$ cat src/shared/fppc_pkg.sv
/*
 package for the flash program and protection controller: register offsets,
 field positions, reset values, protection encodings and sequencer states.
 assumes a 32-bit axi4-lite register bus and a single clock.
*/
`default_nettype none
package fppc_pkg;
   // register byte offsets
   localparam logic [7:0] OFS_CTRL = 8'h00;
   localparam logic [7:0] OFS_STATUS = 8'h04;
   localparam logic [7:0] OFS_ADDR = 8'h08;
   localparam logic [7:0] OFS_COUNT = 8'h0c;
   localparam logic [7:0] OFS_DATA = 8'h10;
   localparam logic [7:0] OFS_PROT = 8'h14;
   localparam logic [7:0] OFS_USEC = 8'h18;
   localparam logic [7:0] OFS_USER0 = 8'h1c;
   localparam logic [7:0] OFS_USER1 = 8'h20;
   localparam logic [7:0] OFS_INTEN = 8'h24;
   localparam logic [7:0] OFS_INTST = 8'h28;
   localparam logic [7:0] OFS_ACCESS = 8'h2c;
   // ctrl command bits
   localparam int CMD_PROG = 0;
   localparam int CMD_PSET = 1;
   localparam int CMD_PSAVE = 2;
   localparam int CMD_USAVE = 3;
   localparam int CMD_MASKED = 4;
   // status bits
   localparam int ST_BUSY = 0;
   localparam int ST_FAIL = 1;
   localparam int ST_DATA_REQ = 2;
   // interrupt bits
   localparam int INT_PROGRAM = 0;
   localparam int INT_ACCESS = 1;
   // access check: bit 0 fetch, 1 read, 2 write/erase
   localparam int ACC_FETCH = 0;
   localparam int ACC_READ = 1;
   localparam int ACC_WRITE = 2;
   // protection levels
   localparam logic [1:0] prot_level_rw = 2'h0;
   localparam logic [1:0] prot_level_ro = 2'h1;
   localparam logic [1:0] prot_level_xo = 2'h2;
   localparam logic [1:0] PROT_RESET = 2'h0;
   localparam logic [31:0] USEC_RESET = 32'h0000_0014;
   // word program pulse in microseconds
   localparam int PROG_TIME_US = 1;
   localparam int STORE_TIME_US = 1;
   // bit position of the 2 kB protection block number within an address
   localparam int BLOCK_SHIFT = 11;
   localparam logic [1:0] AXI_OKAY = 2'h0;
   localparam logic [1:0] AXI_SLVERR = 2'h2;
   typedef enum logic [4:0] {
      FPPC_IDLE = 5'h01,
      FPPC_WAIT = 5'h02,
      FPPC_PROG = 5'h04,
      FPPC_STORE = 5'h08,
      FPPC_DONE = 5'h10
   } fppc_state_t;
endpackage : fppc_pkg
`default_nettype wire

$ cat src/rtl/fppc_ctrl.sv
/*
 flash program and protection controller with an axi4-lite register slave.
 assumes synchronous inputs on aclk, a single write and read in flight.
*/
// Operation
// - status read returns raw or enable-gated interrupt bits per masked select
// - interrupt status has a program bit and an access bit
// - busy stays set until every word is written or a word faults, then done
// - a programming fault reports failure instead of success
// - each 2 kB block holds rw, ro or xo and is readable
// - rw allows all; ro refuses erase and program
// - xo allows only instruction fetch; data reads refused
// - rw may go to ro or xo, ro may go to xo
// - loosening a level is blocked and fails
// - xo blocks refuse every further change
// - uncommitted protection reverts to committed values on reset
// - protection commit stores settings permanently, done after storage
// - invalid block or undefined level is rejected with failure
// - writable clocks per microsecond times both word programming and commit storage
// - clocks per microsecond reads back
// - two user registers are writable and readable
// - user commit makes values permanent, failure on fault
// - disallowed access raises the access interrupt source
// - completed programming raises the program interrupt source
`timescale 1ns/1ns
`default_nettype none
module fppc_ctrl #(
   parameter int NUM_BLOCKS = 16,
   parameter int CLK_MHZ = 20
) (
   input wire logic aclk,
   input wire logic aresetn,
   input wire logic clk_en,
   input wire logic [7:0] s_axi_awaddr,
   input wire logic s_axi_awvalid,
   output logic s_axi_awready,
   input wire logic [31:0] s_axi_wdata,
   input wire logic [3:0] s_axi_wstrb,
   input wire logic s_axi_wvalid,
   output logic s_axi_wready,
   output logic [1:0] s_axi_bresp,
   output logic s_axi_bvalid,
   input wire logic s_axi_bready,
   input wire logic [7:0] s_axi_araddr,
   input wire logic s_axi_arvalid,
   output logic s_axi_arready,
   output logic [31:0] s_axi_rdata,
   output logic [1:0] s_axi_rresp,
   output logic s_axi_rvalid,
   input wire logic s_axi_rready,
   input wire logic flash_fault,
   output logic flash_wr_en,
   output logic [31:0] flash_wr_addr,
   output logic [31:0] flash_wr_data
);
   import fppc_pkg::*;
   localparam int BW = $clog2(NUM_BLOCKS);
   localparam int PROG_CYC0 = PROG_TIME_US * CLK_MHZ;
   localparam int STORE_CYC0 = STORE_TIME_US * CLK_MHZ;
   ////////////////////////////////////////////////////////////////////////////////
   // state
   fppc_state_t st_reg;
   logic [1:0] prot_reg [NUM_BLOCKS];
   // committed copies model permanent storage: factory state until the first commit
   logic [1:0] prot_saved_reg [NUM_BLOCKS] = '{default: PROT_RESET};
   logic [31:0] addr_reg, count_reg, usec_reg, user0_reg, user1_reg;
   logic [31:0] user0_saved_reg = 32'h0;
   logic [31:0] user1_saved_reg = 32'h0;
   logic [31:0] timer_reg;
   logic [1:0] inten_reg, intst_reg;
   logic busy_reg, fail_reg, data_req_reg, masked_reg, saving_prot_reg;
   logic [31:0] prot_query_reg;
   logic aw_held, w_held;
   logic [7:0] aw_addr_reg;
   logic [31:0] w_data_reg;
   ////////////////////////////////////////////////////////////////////////////////
   // decode
   wire wr_go = aw_held && w_held && !s_axi_bvalid;
   wire [7:0] wa = aw_addr_reg;
   wire wr_ctrl = wr_go && wa == OFS_CTRL;
   wire idle = st_reg == FPPC_IDLE;
   wire [31:0] pq_blk = prot_query_reg >> BLOCK_SHIFT;
   wire pq_ok = pq_blk < NUM_BLOCKS;
   wire [BW-1:0] pq_idx = pq_blk[BW-1:0];
   wire [1:0] cur_lvl = pq_ok ? prot_reg[pq_idx] : prot_level_rw;
   wire [1:0] new_lvl = w_data_reg[9:8];
   wire lvl_ok = new_lvl == prot_level_rw || new_lvl == prot_level_ro
                 || new_lvl == prot_level_xo;
   // rw to anything, ro only to ro or xo, xo to nothing new
   wire step_ok = cur_lvl == prot_level_rw
                  || (cur_lvl == prot_level_ro && new_lvl != prot_level_rw)
                  || (cur_lvl == prot_level_xo && new_lvl == prot_level_xo);
   wire pset_cmd = wr_ctrl && w_data_reg[CMD_PSET] && idle;
   wire pset_good = pq_ok && lvl_ok && step_ok;
   wire prog_cmd = wr_ctrl && w_data_reg[CMD_PROG] && idle;
   wire [31:0] pg_blk = addr_reg >> BLOCK_SHIFT;
   wire pg_allow = pg_blk < NUM_BLOCKS
                   && prot_reg[pg_blk[BW-1:0]] == prot_level_rw;
   wire aligned = addr_reg[1:0] == 2'h0 && count_reg[1:0] == 2'h0;
   wire save_cmd = wr_ctrl && (w_data_reg[CMD_PSAVE] || w_data_reg[CMD_USAVE]) && idle;
   wire data_wr = wr_go && wa == OFS_DATA;
   wire acc_wr = wr_go && wa == OFS_ACCESS;
   // access check looks at the address being written, not the previous query
   wire [31:0] ac_blk = w_data_reg >> BLOCK_SHIFT;
   wire ac_ok = ac_blk < NUM_BLOCKS;
   wire [1:0] acc_lvl = ac_ok ? prot_reg[ac_blk[BW-1:0]] : prot_level_rw;
   wire acc_bad = acc_wr && (!ac_ok
                  || (w_data_reg[ACC_READ] && acc_lvl == prot_level_xo)
                  || (w_data_reg[ACC_WRITE] && acc_lvl != prot_level_rw));
   wire prog_end = st_reg == FPPC_PROG && timer_reg == 32'h0;
   wire last_word = count_reg == 32'h4;
   wire ev_prog = (prog_end && (last_word || flash_fault))
                  || (st_reg == FPPC_STORE && timer_reg == 32'h0);
   wire ev_acc = acc_bad || (prog_cmd && (!pg_allow || !aligned));
   wire intst_clr = wr_go && wa == OFS_INTST;
   wire [1:0] int_view = masked_reg ? (intst_reg & inten_reg) : intst_reg;
   wire [31:0] usec_cyc = (usec_reg == 32'h0) ? 32'h1 : usec_reg;
   wire [31:0] rd_mux =
      s_axi_araddr == OFS_STATUS ? {29'h0, data_req_reg, fail_reg, busy_reg} :
      s_axi_araddr == OFS_CTRL ? {27'h0, masked_reg, 4'h0} :
      s_axi_araddr == OFS_ADDR ? addr_reg :
      s_axi_araddr == OFS_COUNT ? count_reg :
      s_axi_araddr == OFS_PROT ? {22'h0, cur_lvl, 8'h0} :
      s_axi_araddr == OFS_USEC ? usec_reg :
      s_axi_araddr == OFS_USER0 ? user0_reg :
      s_axi_araddr == OFS_USER1 ? user1_reg :
      s_axi_araddr == OFS_INTEN ? {30'h0, inten_reg} :
      s_axi_araddr == OFS_INTST ? {30'h0, int_view} : 32'h0;
   wire rd_hit = s_axi_araddr <= OFS_ACCESS && s_axi_araddr[1:0] == 2'h0;
   wire wr_hit = wa <= OFS_ACCESS && wa[1:0] == 2'h0 && wa != OFS_STATUS;
   ////////////////////////////////////////////////////////////////////////////////
   // axi4-lite write and read channels
   always_ff @(posedge aclk) begin
      if (!aresetn) begin
         aw_held <= 1'b0;
         w_held <= 1'b0;
         aw_addr_reg <= 8'h0;
         w_data_reg <= 32'h0;
         s_axi_awready <= 1'b0;
         s_axi_wready <= 1'b0;
         s_axi_bvalid <= 1'b0;
         s_axi_bresp <= AXI_OKAY;
         s_axi_arready <= 1'b0;
         s_axi_rvalid <= 1'b0;
         s_axi_rresp <= AXI_OKAY;
         s_axi_rdata <= 32'h0;
      end else if (clk_en) begin
         s_axi_awready <= !aw_held && !s_axi_awready && s_axi_awvalid;
         s_axi_wready <= !w_held && !s_axi_wready && s_axi_wvalid;
         if (s_axi_awvalid && s_axi_awready) begin
            aw_held <= 1'b1;
            aw_addr_reg <= s_axi_awaddr;
         end
         if (s_axi_wvalid && s_axi_wready) begin
            w_held <= 1'b1;
            w_data_reg <= s_axi_wdata;
         end
         if (wr_go) begin
            s_axi_bvalid <= 1'b1;
            s_axi_bresp <= wr_hit ? AXI_OKAY : AXI_SLVERR;
            aw_held <= 1'b0;
            w_held <= 1'b0;
         end else if (s_axi_bvalid && s_axi_bready) begin
            s_axi_bvalid <= 1'b0;
         end
         s_axi_arready <= !s_axi_arready && !s_axi_rvalid && s_axi_arvalid;
         if (s_axi_arvalid && s_axi_arready) begin
            s_axi_rvalid <= 1'b1;
            s_axi_rdata <= rd_mux;
            s_axi_rresp <= rd_hit ? AXI_OKAY : AXI_SLVERR;
         end else if (s_axi_rvalid && s_axi_rready) begin
            s_axi_rvalid <= 1'b0;
         end
      end
   end
   ////////////////////////////////////////////////////////////////////////////////
   // protection table, committed copy survives reset
   for (genvar b = 0; b < NUM_BLOCKS; b++) begin : g_prot
      always_ff @(posedge aclk) begin
         if (!aresetn) begin
            prot_reg[b] <= prot_saved_reg[b];
         end else if (clk_en) begin
            if (pset_cmd && pset_good && pq_idx == BW'(b)) begin
               prot_reg[b] <= new_lvl;
            end
            if (saving_prot_reg && ev_prog && !flash_fault) begin
               prot_saved_reg[b] <= prot_reg[b];
            end
         end
      end
   end
   ////////////////////////////////////////////////////////////////////////////////
   // sequencer
   always_ff @(posedge aclk) begin
      if (!aresetn) begin
         st_reg <= FPPC_IDLE;
         addr_reg <= 32'h0;
         count_reg <= 32'h0;
         usec_reg <= USEC_RESET;
         user0_reg <= user0_saved_reg;
         user1_reg <= user1_saved_reg;
         inten_reg <= 2'h0;
         intst_reg <= 2'h0;
         busy_reg <= 1'b0;
         fail_reg <= 1'b0;
         data_req_reg <= 1'b0;
         masked_reg <= 1'b0;
         saving_prot_reg <= 1'b0;
         prot_query_reg <= 32'h0;
         timer_reg <= 32'h0;
         flash_wr_en <= 1'b0;
         flash_wr_addr <= 32'h0;
         flash_wr_data <= 32'h0;
      end else if (clk_en) begin
         flash_wr_en <= 1'b0;
         intst_reg <= (intst_reg & ~(intst_clr ? w_data_reg[1:0] : 2'h0))
                      | {ev_acc, ev_prog};
         if (wr_go && wa == OFS_ADDR && idle) addr_reg <= w_data_reg;
         if (wr_go && wa == OFS_COUNT && idle) count_reg <= w_data_reg;
         if (wr_go && (wa == OFS_PROT || wa == OFS_ACCESS)) prot_query_reg <= w_data_reg;
         if (wr_go && wa == OFS_USEC && idle) usec_reg <= w_data_reg;
         if (wr_go && wa == OFS_USER0 && idle) user0_reg <= w_data_reg;
         if (wr_go && wa == OFS_USER1 && idle) user1_reg <= w_data_reg;
         if (wr_go && wa == OFS_INTEN) inten_reg <= w_data_reg[1:0];
         if (wr_ctrl) masked_reg <= w_data_reg[CMD_MASKED];
         if (pset_cmd) fail_reg <= !pset_good;
         case (st_reg)
            FPPC_IDLE: begin
               if (prog_cmd) begin
                  if (!pg_allow || !aligned || count_reg == 32'h0) begin
                     fail_reg <= 1'b1;
                  end else begin
                     fail_reg <= 1'b0;
                     busy_reg <= 1'b1;
                     data_req_reg <= 1'b1;
                     st_reg <= FPPC_WAIT;
                  end
               end else if (save_cmd) begin
                  fail_reg <= 1'b0;
                  busy_reg <= 1'b1;
                  saving_prot_reg <= w_data_reg[CMD_PSAVE];
                  timer_reg <= 32'(STORE_CYC0) * usec_cyc / 32'(CLK_MHZ);
                  st_reg <= FPPC_STORE;
               end
            end
            FPPC_WAIT: begin
               if (data_wr) begin
                  data_req_reg <= 1'b0;
                  flash_wr_en <= 1'b1;
                  flash_wr_addr <= addr_reg;
                  flash_wr_data <= w_data_reg;
                  timer_reg <= 32'(PROG_CYC0) * usec_cyc / 32'(CLK_MHZ);
                  st_reg <= FPPC_PROG;
               end
            end
            FPPC_PROG: begin
               if (timer_reg != 32'h0) begin
                  timer_reg <= timer_reg - 32'h1;
               end else if (flash_fault) begin
                  fail_reg <= 1'b1;
                  st_reg <= FPPC_DONE;
               end else if (last_word) begin
                  st_reg <= FPPC_DONE;
               end else begin
                  addr_reg <= addr_reg + 32'h4;
                  count_reg <= count_reg - 32'h4;
                  data_req_reg <= 1'b1;
                  st_reg <= FPPC_WAIT;
               end
            end
            FPPC_STORE: begin
               if (timer_reg != 32'h0) begin
                  timer_reg <= timer_reg - 32'h1;
               end else begin
                  fail_reg <= flash_fault;
                  if (!flash_fault && !saving_prot_reg) begin
                     user0_saved_reg <= user0_reg;
                     user1_saved_reg <= user1_reg;
                  end
                  st_reg <= FPPC_DONE;
               end
            end
            FPPC_DONE: begin
               busy_reg <= 1'b0;
               data_req_reg <= 1'b0;
               saving_prot_reg <= 1'b0;
               st_reg <= FPPC_IDLE;
            end
            default: st_reg <= FPPC_IDLE;
         endcase
      end
   end
endmodule : fppc_ctrl
`default_nettype wire

$ cat config.mk
export PLATFORM = sky130hd
export DESIGN_NAME = fppc_ctrl
export DESIGN_NICKNAME = d
export VERILOG_FILES = /design/src/shared/fppc_pkg.sv /design/src/rtl/fppc_ctrl.sv
export SDC_FILE = /design/constraint.sdc
export NUM_CORES = 1
export LEC_CHECK = 0
export ABC_AREA = 0
export BUFFER_PORTS_ARGS = -buffer_cell sky130_fd_sc_hd__buf_2
export CORE_ASPECT_RATIO = 1.5
export CORE_UTILIZATION = 30
export DETAILED_ROUTE_END_ITERATION = 16
export PLACE_DENSITY = 0.53
export SYNTH_ARGS = -nofsm -noshare
export SYNTH_HDL_FRONTEND = slang
export SYNTH_SLANG_ARGS = --single-unit
$ cat constraint.sdc
create_clock -name aclk -period 12.3 [get_ports aclk]
set_clock_uncertainty 0.2 [all_clocks]
set_input_delay 1.23 -clock aclk [delete_from_list [all_inputs] [get_ports aclk]]
set_output_delay 1.23 -clock aclk [all_outputs]
set_load 0.02 [all_outputs]
Word level (Yosys, flattened, before mapping):

Memory sizes are Yosys's and may differ from the RTL's. A register that Yosys moved wholly into a read port is not among the register bits.
Cells that the tools add are included.

* bits in registers: 450
* memory bits (writable): 64
* bits of input ports: 61
* logic and storage cells: 437
* memories: 2

Memory list
* prot_reg: depth 16, bits a word 2, read ports 19, clocked after memory_dff 3, write ports 16, RTL line fppc_ctrl.sv:63 `logic [1:0] prot_reg [NUM_BLOCKS];`
* prot_saved_reg: depth 16, bits a word 2, read ports 16, clocked after memory_dff 0, write ports 16, RTL line fppc_ctrl.sv:65 `logic [1:0] prot_saved_reg [NUM_BLOCKS] = '{default: PROT_RESET};`

* add/subtract/negate cells: 3
* multipliers: 1
* div/mod/pow operators: 1
* order comparisons: 5
* equality and inequality tests: 61
* muxes and demuxes: 169
* bitwise logic cells: 21
* reductions and logical operators: 142

Operators by type and width (number)
* 2-to-1 mux 32 bit: 29
* logical NOT 32 bit: 3
* 2-to-1 mux 1 bit: 96
* one-hot mux 32 bit (3 select lines): 1
* logical AND 1 bit: 71
* < comparator 21 x 5 -> 1 bit, second input constant: 3
* equality test 8 x 5 -> 1 bit, second input constant: 7
* equality test 8 x 6 -> 1 bit, second input constant: 7
* 2-to-1 mux 2 bit: 24
* 2-to-1 mux 5 bit: 8
* adder 32 x 3 -> 32 bit, second input constant: 1
* divider 32 x 5 -> 32 bit, second input constant: 1
* equality test 32 x 3 -> 1 bit, second input constant: 1
* equality test 4 bit, second input constant: 8
* equality test 8 x 4 -> 1 bit, second input constant: 4
* multiplier 3 x 32 -> 30 bit, first input constant: 1
* nonzero test 32 bit: 1
* subtractor 32 x 1 -> 32 bit, second input constant: 1
* subtractor 32 x 3 -> 32 bit, second input constant: 1
* AND reduction 2 bit: 14
* 2-to-1 mux 4 bit: 6
* one-hot mux 5 bit (4 select lines): 1
* equality test 4 x 3 -> 1 bit, second input constant: 4
* <= comparator 8 x 6 -> 1 bit, second input constant: 2
* other kinds (37): 108

Logic depth before layout (Yosys ltp):

Gate-level depths: netlist of the first run.

* depth in word-level cells: 14
* mapped depth: 48

Worst setup path after synthesis of the first run:

Ideal clock, no wire load.

* kind: register to register
* start: register usec_reg[3]
* end: register timer_reg[0]
* data arrival time: 10.504 ns
* required time: 12.026 ns
* setup slack: 1.521 ns
* stages on the path, launching flop included: 45
* cells stage by stage: dfxtp_1 > clkbuf_1 > xor2_1 > ha_1 > fa_1 > a211oi_1 > o21ai_1 > a22oi_1 > a211oi_1 > a211oi_2 > nor2_1 > a311oi_1 > o32a_1 > nand3_2 > or4_1 > a311oi_2 > nor2_2 > o32a_1 > [9 not listed] > mux2_1 > or3_1 > a31o_1 > a21oi_1 > buf_2 > nand2_1 > or3_1 > o211ai_1 > o21ai_0 > a221oi_2 > and2_4 > buf_6 > o21ai_2 > o2111a_1 > o22ai_2 > mux2i_1 > a221o_1 > a31oi_1

* longest elaborated chain between the ends: 7

RTL lines
* start, declared: RTL line fppc_ctrl.sv:66 `logic [31:0] addr_reg, count_reg, usec_reg, user0_reg, user1_reg;`
* start signal, assigned: RTL line fppc_ctrl.sv:221 `if (wr_go && wa == OFS_USEC && idle) usec_reg <= w_data_reg;`
* logical NOT 32 bit: RTL line fppc_ctrl.sv:117 `wire [31:0] usec_cyc = (usec_reg == 32'h0) ? 32'h1 : usec_reg;`
* 2-to-1 mux 32 bit (*): RTL line fppc_ctrl.sv:117
* multiplier 3 x 32 -> 30 bit (*): RTL line fppc_ctrl.sv:242, fppc_ctrl.sv:252
* divider 32 x 5 -> 32 bit (*): RTL line fppc_ctrl.sv:242, fppc_ctrl.sv:252
* 2-to-1 mux 32 bit: RTL line fppc_ctrl.sv:238 `end else if (save_cmd) begin`
* 2-to-1 mux 32 bit: RTL line fppc_ctrl.sv:229 `if (prog_cmd) begin`
* one-hot mux 32 bit (3 select lines) (*): RTL line fppc_ctrl.sv:227 `case (st_reg)`
* end signal, assigned: RTL line fppc_ctrl.sv:242 `timer_reg <= 32'(STORE_CYC0) * usec_cyc / 32'(CLK_MHZ);`
* end signal, assigned: RTL line fppc_ctrl.sv:252 `timer_reg <= 32'(PROG_CYC0) * usec_cyc / 32'(CLK_MHZ);`
* end signal, assigned: RTL line fppc_ctrl.sv:258 `timer_reg <= timer_reg - 32'h1;`
* end, declared: RTL line fppc_ctrl.sv:69 `logic [31:0] timer_reg;`

Every way passes the cells marked *; elsewhere a longest branch is shown, timed or not. The select of a mux whose other input is x is not followed.
A chain may end at the register's enable or synchronous reset.

Final worst setup path of the first run:

* start: register usec_reg[14]
* end: register timer_reg[0]

Same word-level chain as after synthesis.

==> qor.txt, run 1 <==
routability-driven placement congestion ratio: 0.913
fin area: 32700 um^2
FFs w/ async S/R, synth: 0
routed via count: 26600
most common cell after layout, fill and taps aside: nand2_1
sequential fraction of the synthesis area: 0.428
remaining routing DRC violations: 0
hold buffer count at cts: 0
Ant. Diodes: 0
Ports: 167
Yosys warning count: 0
Initial Util: 0.302
Placed Instance Area: 31000 um^2
Critical Path Max Stage Delay: 0.63 ns
Post-Place Cells: 4691
synth top area cells: dfxtp_1 (23%), edfxtp_1 (20%), nand2_1 (7.3%)
pin count of the biggest net entering global routing: 82
Mapped Area: 28500 um^2
Post-synth top flop: dfxtp_1
Setup violations, final: 0
WL per Instance: 21.3 um
Cell Rows: 138
Comb power frac: 0.132
Post-Syn Instances: 3383
Die Y: 379 um
critical path type: reg -> reg
worst rel slew slack: 0.253
Leak: 11.9 nW
DRT Pass-1 Iters: 6
first-pass GRT wire length: 155000 um
DIE AREA: 96100 um^2
CP Data Required Time: 12.61 ns
Yosys top cell area share: 0.226
commonest non-fill, non-tap cells in the layout: nand2_1 (556), a21oi_1 (351), dfxtp_1 (320), o21ai_0 (282), nor2_1 (254)
Final #Nets: 3600
CTS H-Tree Depth: 2
status: finished, final reports clean
post-place setup slack: 0.310 ns
setup TNS: 0 ns
clock tree buffer depth: 3
Non-Filler Instances: 4784
Layout area overhead: 14.9%
Critical Path End Type: flop
#FFs+latches synth: 513
Hold Crit Class: reg -> reg
CTS clk-pin slew, worst paths: 0.07 ns
fin crit share: 0.962
Tmin final: 11.83 ns
vias in the first global route: 26100
register share of total power: 0.481
clock sink count: 513
P_int: 0.00280 W
Tot Pwr: 0.00391 W
CTS tree: built
Slowest-stage cell, CP: or4_1
GRT Util Overall: 0.207
final hold violation count: 0
final worst slack: 0.471 ns
Arr. time, crit path: 12.14 ns
Syn Area/Cell: 8.41 um^2
maximum vdd drop: 0.133 mV
DP HPWL: 72700 um
vias per cell: 5.56
Clk Latency, worst-skew pair: 0.60 ns
Detail Route Antenna Nets: 0
share of layout cells above drive strength 1: 0.153
Worst setup SP type: flop
Slew @ Worst Pin: 1.11 ns
Core ar.: 94100 um^2
Synth area leader: dfxtp_1
TritonCTS Buffers: 47
Sw Share: 0.284
CTS Root Cell: clkbuf_16
total of max-cap violations: 0
grt ovf: 0
PortBufs: 160
post-synth cell types: 109
Total Wirelength: 102000 um
Post-synth EDFFs: 192
antenna violations before repair: 4
crit-path max FO: 11
Max Fclk: 0.0845 GHz
Slew Limit Fails: 0
Clk pwr share: 0.387
Initial DRC Count: 2312
Psw: 0.00111 W
pwr dens: 120 nW/um^2
Die X: 253 um
-- path summary, 6_finish.rpt --
check        cells past startpoint                            end                      start  slack [ns]
max reg2reg                     39      timer_reg[0]$_SDFFE_PN0P_  usec_reg[14]$_SDFFE_PN0P_        0.47
min                              0  user0_saved_reg[26]$_DFFE_PP_    user0_reg[26]$_DFFE_PP_        0.25
min reg2reg                      0  user0_saved_reg[26]$_DFFE_PP_    user0_reg[26]$_DFFE_PP_        0.25
max                             39      timer_reg[0]$_SDFFE_PN0P_  usec_reg[14]$_SDFFE_PN0P_        0.47
-- worst max-delay path: cells and delay by family (launching register included) --
family / cells / cell delay, ns
multiplexers: 2 / 0.52
adder cells (fa/ha/maj): 2 / 0.72
AND/OR/NAND/NOR: 13 / 3.97
buffers and inverters: 2 / 0.38
flip-flops: 1 / 0.48
AO/OA/AOI/OAI: 20 / 5.47
-- layout make-up --
cell class / instances / area, um^2
clock buffers: 63 / 1340
clock inverters: 25 / 204
fillers: 9820 / 61400
inverters: 88 / 338
multi-input cells: 2513 / 15000
flip-flops and latches: 513 / 12200
well taps: 1260 / 1580
repair buffers: 322 / 2020
-- through the flow --
step,hold slack (ns),utilization
floorplan,0.225,-
CTS,0.249,0.346
global placement,0.227,0.330
global route,0.258,0.347
finish,0.248,0.347
detailed placement,0.234,0.330
-- per-layer routing --
| layer | wire length (um) | GRT usage | vias up |
|---|---|---|---|
| met5 | 42 | 0 | - |
| met2 | 52900 | 0.384 | 869 |
| li1 | - | - | 12600 |
| met1 | 39300 | 0.234 | 12900 |
| met3 | 5210 | 0.0246 | 205 |
| met4 | 4490 | 0.0958 | 6 |
-- timing repair --
action | in CTS | in global routing
resized for setup | 0 | 25
setup buffers | 0 | 5
setup endpoints to repair | 0 | 4
-- power groups by stage --
stage	sequential (W)	combinational, W	clock (W)
2_1_floorplan	0.00189	0.000345	0
3_3_place_gp	0.00192	0.000513	0
3_5_place_dp	0.00192	0.000518	0
4_1_cts	0.00188	0.000520	0.00155
5_1_grt	0.00189	0.000571	0.00161
6_report	0.00188	0.000518	0.00151
-- cells by family (layout without fill, tap and decap cells) --
family	after synthesis	count (layout)	synth area share
other	1	2	0.000132
buffers and inverters	358	498	0.0508
AO/OA/AOI/OAI	1056	1056	0.236
flip-flops	513	513	0.428
multiplexers	78	78	0.0380
AND/OR/NAND/NOR	1242	1242	0.198
adder cells (fa/ha/maj)	57	57	0.0251
XOR/XNOR	78	78	0.0240
-- Yosys cell counts, types with 49 or more instances --
cell / n
dfxtp_1: 321
a211oi_1: 55
o21ai_0: 286
clkbuf_1: 224
nor2_1: 261
inv_1: 87
nor3_1: 92
ha_1: 53
nand2_1: 556
edfxtp_1: 192
nor4_1: 58
nand3_1: 92
a221oi_1: 49
a21oi_1: 351
No activity file was read; power rests on OpenSTA's default activity.
==> run 2: changes to the inputs <==
Clock period 12.3 ns to 11.65 ns, I/O delays scaled along.
==> run 2 against run 1 <==
Compared with the run above: core utilization rose by 1.4 points; via count rose by 1.7%; count of clock-buffer cells in the layout rose by 1; maximum frequency rose by 5.9%; clock power rose by 13%; critical endpoint unchanged; first-iteration DRC count fell by 14%; setup slack improved by 0.014 ns; wire length rose by 0.63%; sequential cell count did not move; highest routed layer unchanged.
==> qor.txt, run 2 (synthesis results as in run 1) <==
status: finished, final reports clean
Tmin final: 11.16 ns (-0.664 ns)
Initial Util: 0.302 (unchanged)
routability-driven placement congestion ratio: 0.907 (-0.68%)
Core ar.: 94100 um^2 (unchanged)
vias per cell: 5.50 (-1.1%)
DP HPWL: 73200 um (+0.72%)
Worst R2R Start: usec_reg[10]$_SDFFE_PN0P_
crit-path max FO: 6 (-5)
Slew @ Worst Pin: 1.15 ns (+0.0423 ns)
CTS H-Tree Depth: 2 (unchanged)
fin crit share: 0.958 (-0.00334)
antenna violations before repair: 3 (-1)
Critical Path End Type: flop
most frequent CP cell: buf_4
Placed Instance Area: 32000 um^2 (+3.2%)
final hold violation count: 0 (unchanged)
post-place setup slack: 0.101 ns (-0.209 ns)
Setup violations, final: 0 (unchanged)
grt ovf: 0 (unchanged)
CP Data Required Time: 11.95 ns (-0.66 ns)
Arr. time, crit path: 11.47 ns (-0.67 ns)
hold buffer count at cts: 0 (unchanged)
Post-Place Cells: 4819 (+2.7%)
WP depth: 45 (+15%)
pin count of the biggest net entering global routing: 119 (+45%)
Hold Crit Class: reg -> reg
critical path type: reg -> reg
critical path's top delay family: compound AO/OA/AOI/OAI gates
commonest non-fill, non-tap cells in the layout: nand2_1 (555), a21oi_1 (350), dfxtp_1 (314), buf_4 (289), o21ai_0 (279)
pwr dens: 124 nW/um^2 (+3.8%)
CTS tree: built
R2R cell count: 45 (+15%)
clock tree buffer depth: 3 (unchanged)
reg2reg setup slack: 0.49 ns (about the same)
first-pass GRT wire length: 155000 um (+0.50%)
CTS clk-pin slew, worst paths: 0.07 ns (about the same)
DIE AREA: 96100 um^2 (unchanged)
setup TNS: 0 ns (unchanged)
Cell Rows: 138 (unchanged)
Initial DRC Count: 1999 (-14%)
Detail Route Antenna Nets: 0 (unchanged)
clock sink count: 513 (unchanged)
final worst slack: 0.485 ns (+0.0140 ns)
filler cell count: 9794 (-0.26%)
vias in the first global route: 26400 (+1.3%)
GRT Util Overall: 0.208 (+0.000636)
Max Fclk: 0.0896 GHz (+5.9%)
Die Y: 379 um (unchanged)
Ports: 167 (unchanged)
DRT Pass-1 Iters: 6 (unchanged)
worst rel slew slack: 0.225 (-0.0284)
CTS Root Cell: clkbuf_16
Slew Limit Fails: 0 (unchanged)
PortBufs: 160 (unchanged)
Slowest-stage cell, CP: or4_4
WL per Instance: 20.9 um (-2.1%)
Layout area overhead: 19.6%
Critical Path Max Stage Delay: 0.56 ns (-0.07 ns)
min-delay src: user0_reg[18]$_DFFE_PP_
worst path bufs/invs: 8 (+6)
most common cell after layout, fill and taps aside: nand2_1
share of layout cells above drive strength 1: 0.193 (+0.0407)
multi-input logic area: 15200 um^2 (+1.6%)
remaining routing DRC violations: 0 (unchanged)
Non-Filler Instances: 4918 (+2.8%)
total of max-cap violations: 0 (unchanged)
register area: 12200 um^2 (about the same)
Final #Nets: 3732 (+3.7%)
Clk Latency, worst-skew pair: 0.59 ns (about the same)
Die X: 253 um (unchanged)
Worst setup SP type: flop
routed via count: 27100 (+1.7%)
maximum vdd drop: 0.114 mV (-14%)
TritonCTS Buffers: 49 (+4.3%)
crit path from: usec_reg[10]$_SDFFE_PN0P_
fin area: 34000 um^2 (+4.1%)
Leak: 12.6 nW (+5.8%)
Total Wirelength: 103000 um (+0.63%)
hold depth: 0 (unchanged)
Tot Pwr: 0.00423 W (+8.1%)
run 2: changes by cell type in the layout (fill, tap and decap cells not counted), moves of 4 or more:
cell | before | now
a211oi_1 | 54 | 50
bufinv_16 | 2 | 8
clkbuf_1 | 9 | 14
a211oi_2 | 2 | 6
buf_4 | 162 | 289
dfxtp_2 | 1 | 7
o21ai_1 | 10 | 14
ha_1 | 52 | 48
dfxtp_1 | 320 | 314
run 2: per-stage QoR:
stage                util  hold slack (ns)
detailed placement  0.340            0.236
CTS                 0.358            0.237
floorplan               -            0.225
global placement    0.340            0.229
finish              0.362            0.244
global route        0.362            0.251
run 2: cell type report:
class,instances,share of cell area
Antenna cell,1,0.0000735
Multi-Input combinational cell,2514,0.448
Clock inverter,27,0.0103
Timing Repair Buffer,451,0.0887
Sequential cell,513,0.359
Tap cell,1260,0.0463
Inverter,88,0.00993
Clock buffer,64,0.0380
run 2: per-layer routing:
metal | part of all wire | global-route usage | up-vias | wire, um
met5 | 0.00014 | 0 | - | 14
met4 | 0.044 | 0.0886 | 2 | 4480
met3 | 0.049 | 0.0254 | 204 | 5040
met2 | 0.52 | 0.389 | 811 | 53300
met1 | 0.39 | 0.234 | 13100 | 39800
li1 | - | - | 12900 | -
run 2: final timing paths:
path | to
worst min-delay path | user0_saved_reg[18]$_DFFE_PP_
worst max-delay path | timer_reg[0]$_SDFFE_PN0P_
worst max register to register | timer_reg[0]$_SDFFE_PN0P_
worst min register to register | user0_saved_reg[18]$_DFFE_PP_
run 2: timing repair:
| action | in CTS | in global routing |
|---|---|---|
| gates resized for setup | 0 | 74 |
| hold endpoints to repair | 0 | 0 |
| setup endpoints to repair | 0 | 5 |
| buffers inserted | 0 | 6 |
run 2: where the power goes:
group | total (W) | internal [W] | switching, W
Sequential | 0.00199 | 0.00192 | 0.0000659
Combinational | 0.000547 | 0.000177 | 0.000371
Clock | 0.00170 | 0.000964 | 0.000732
Total | 0.00423 | 0.00306 | 0.00117
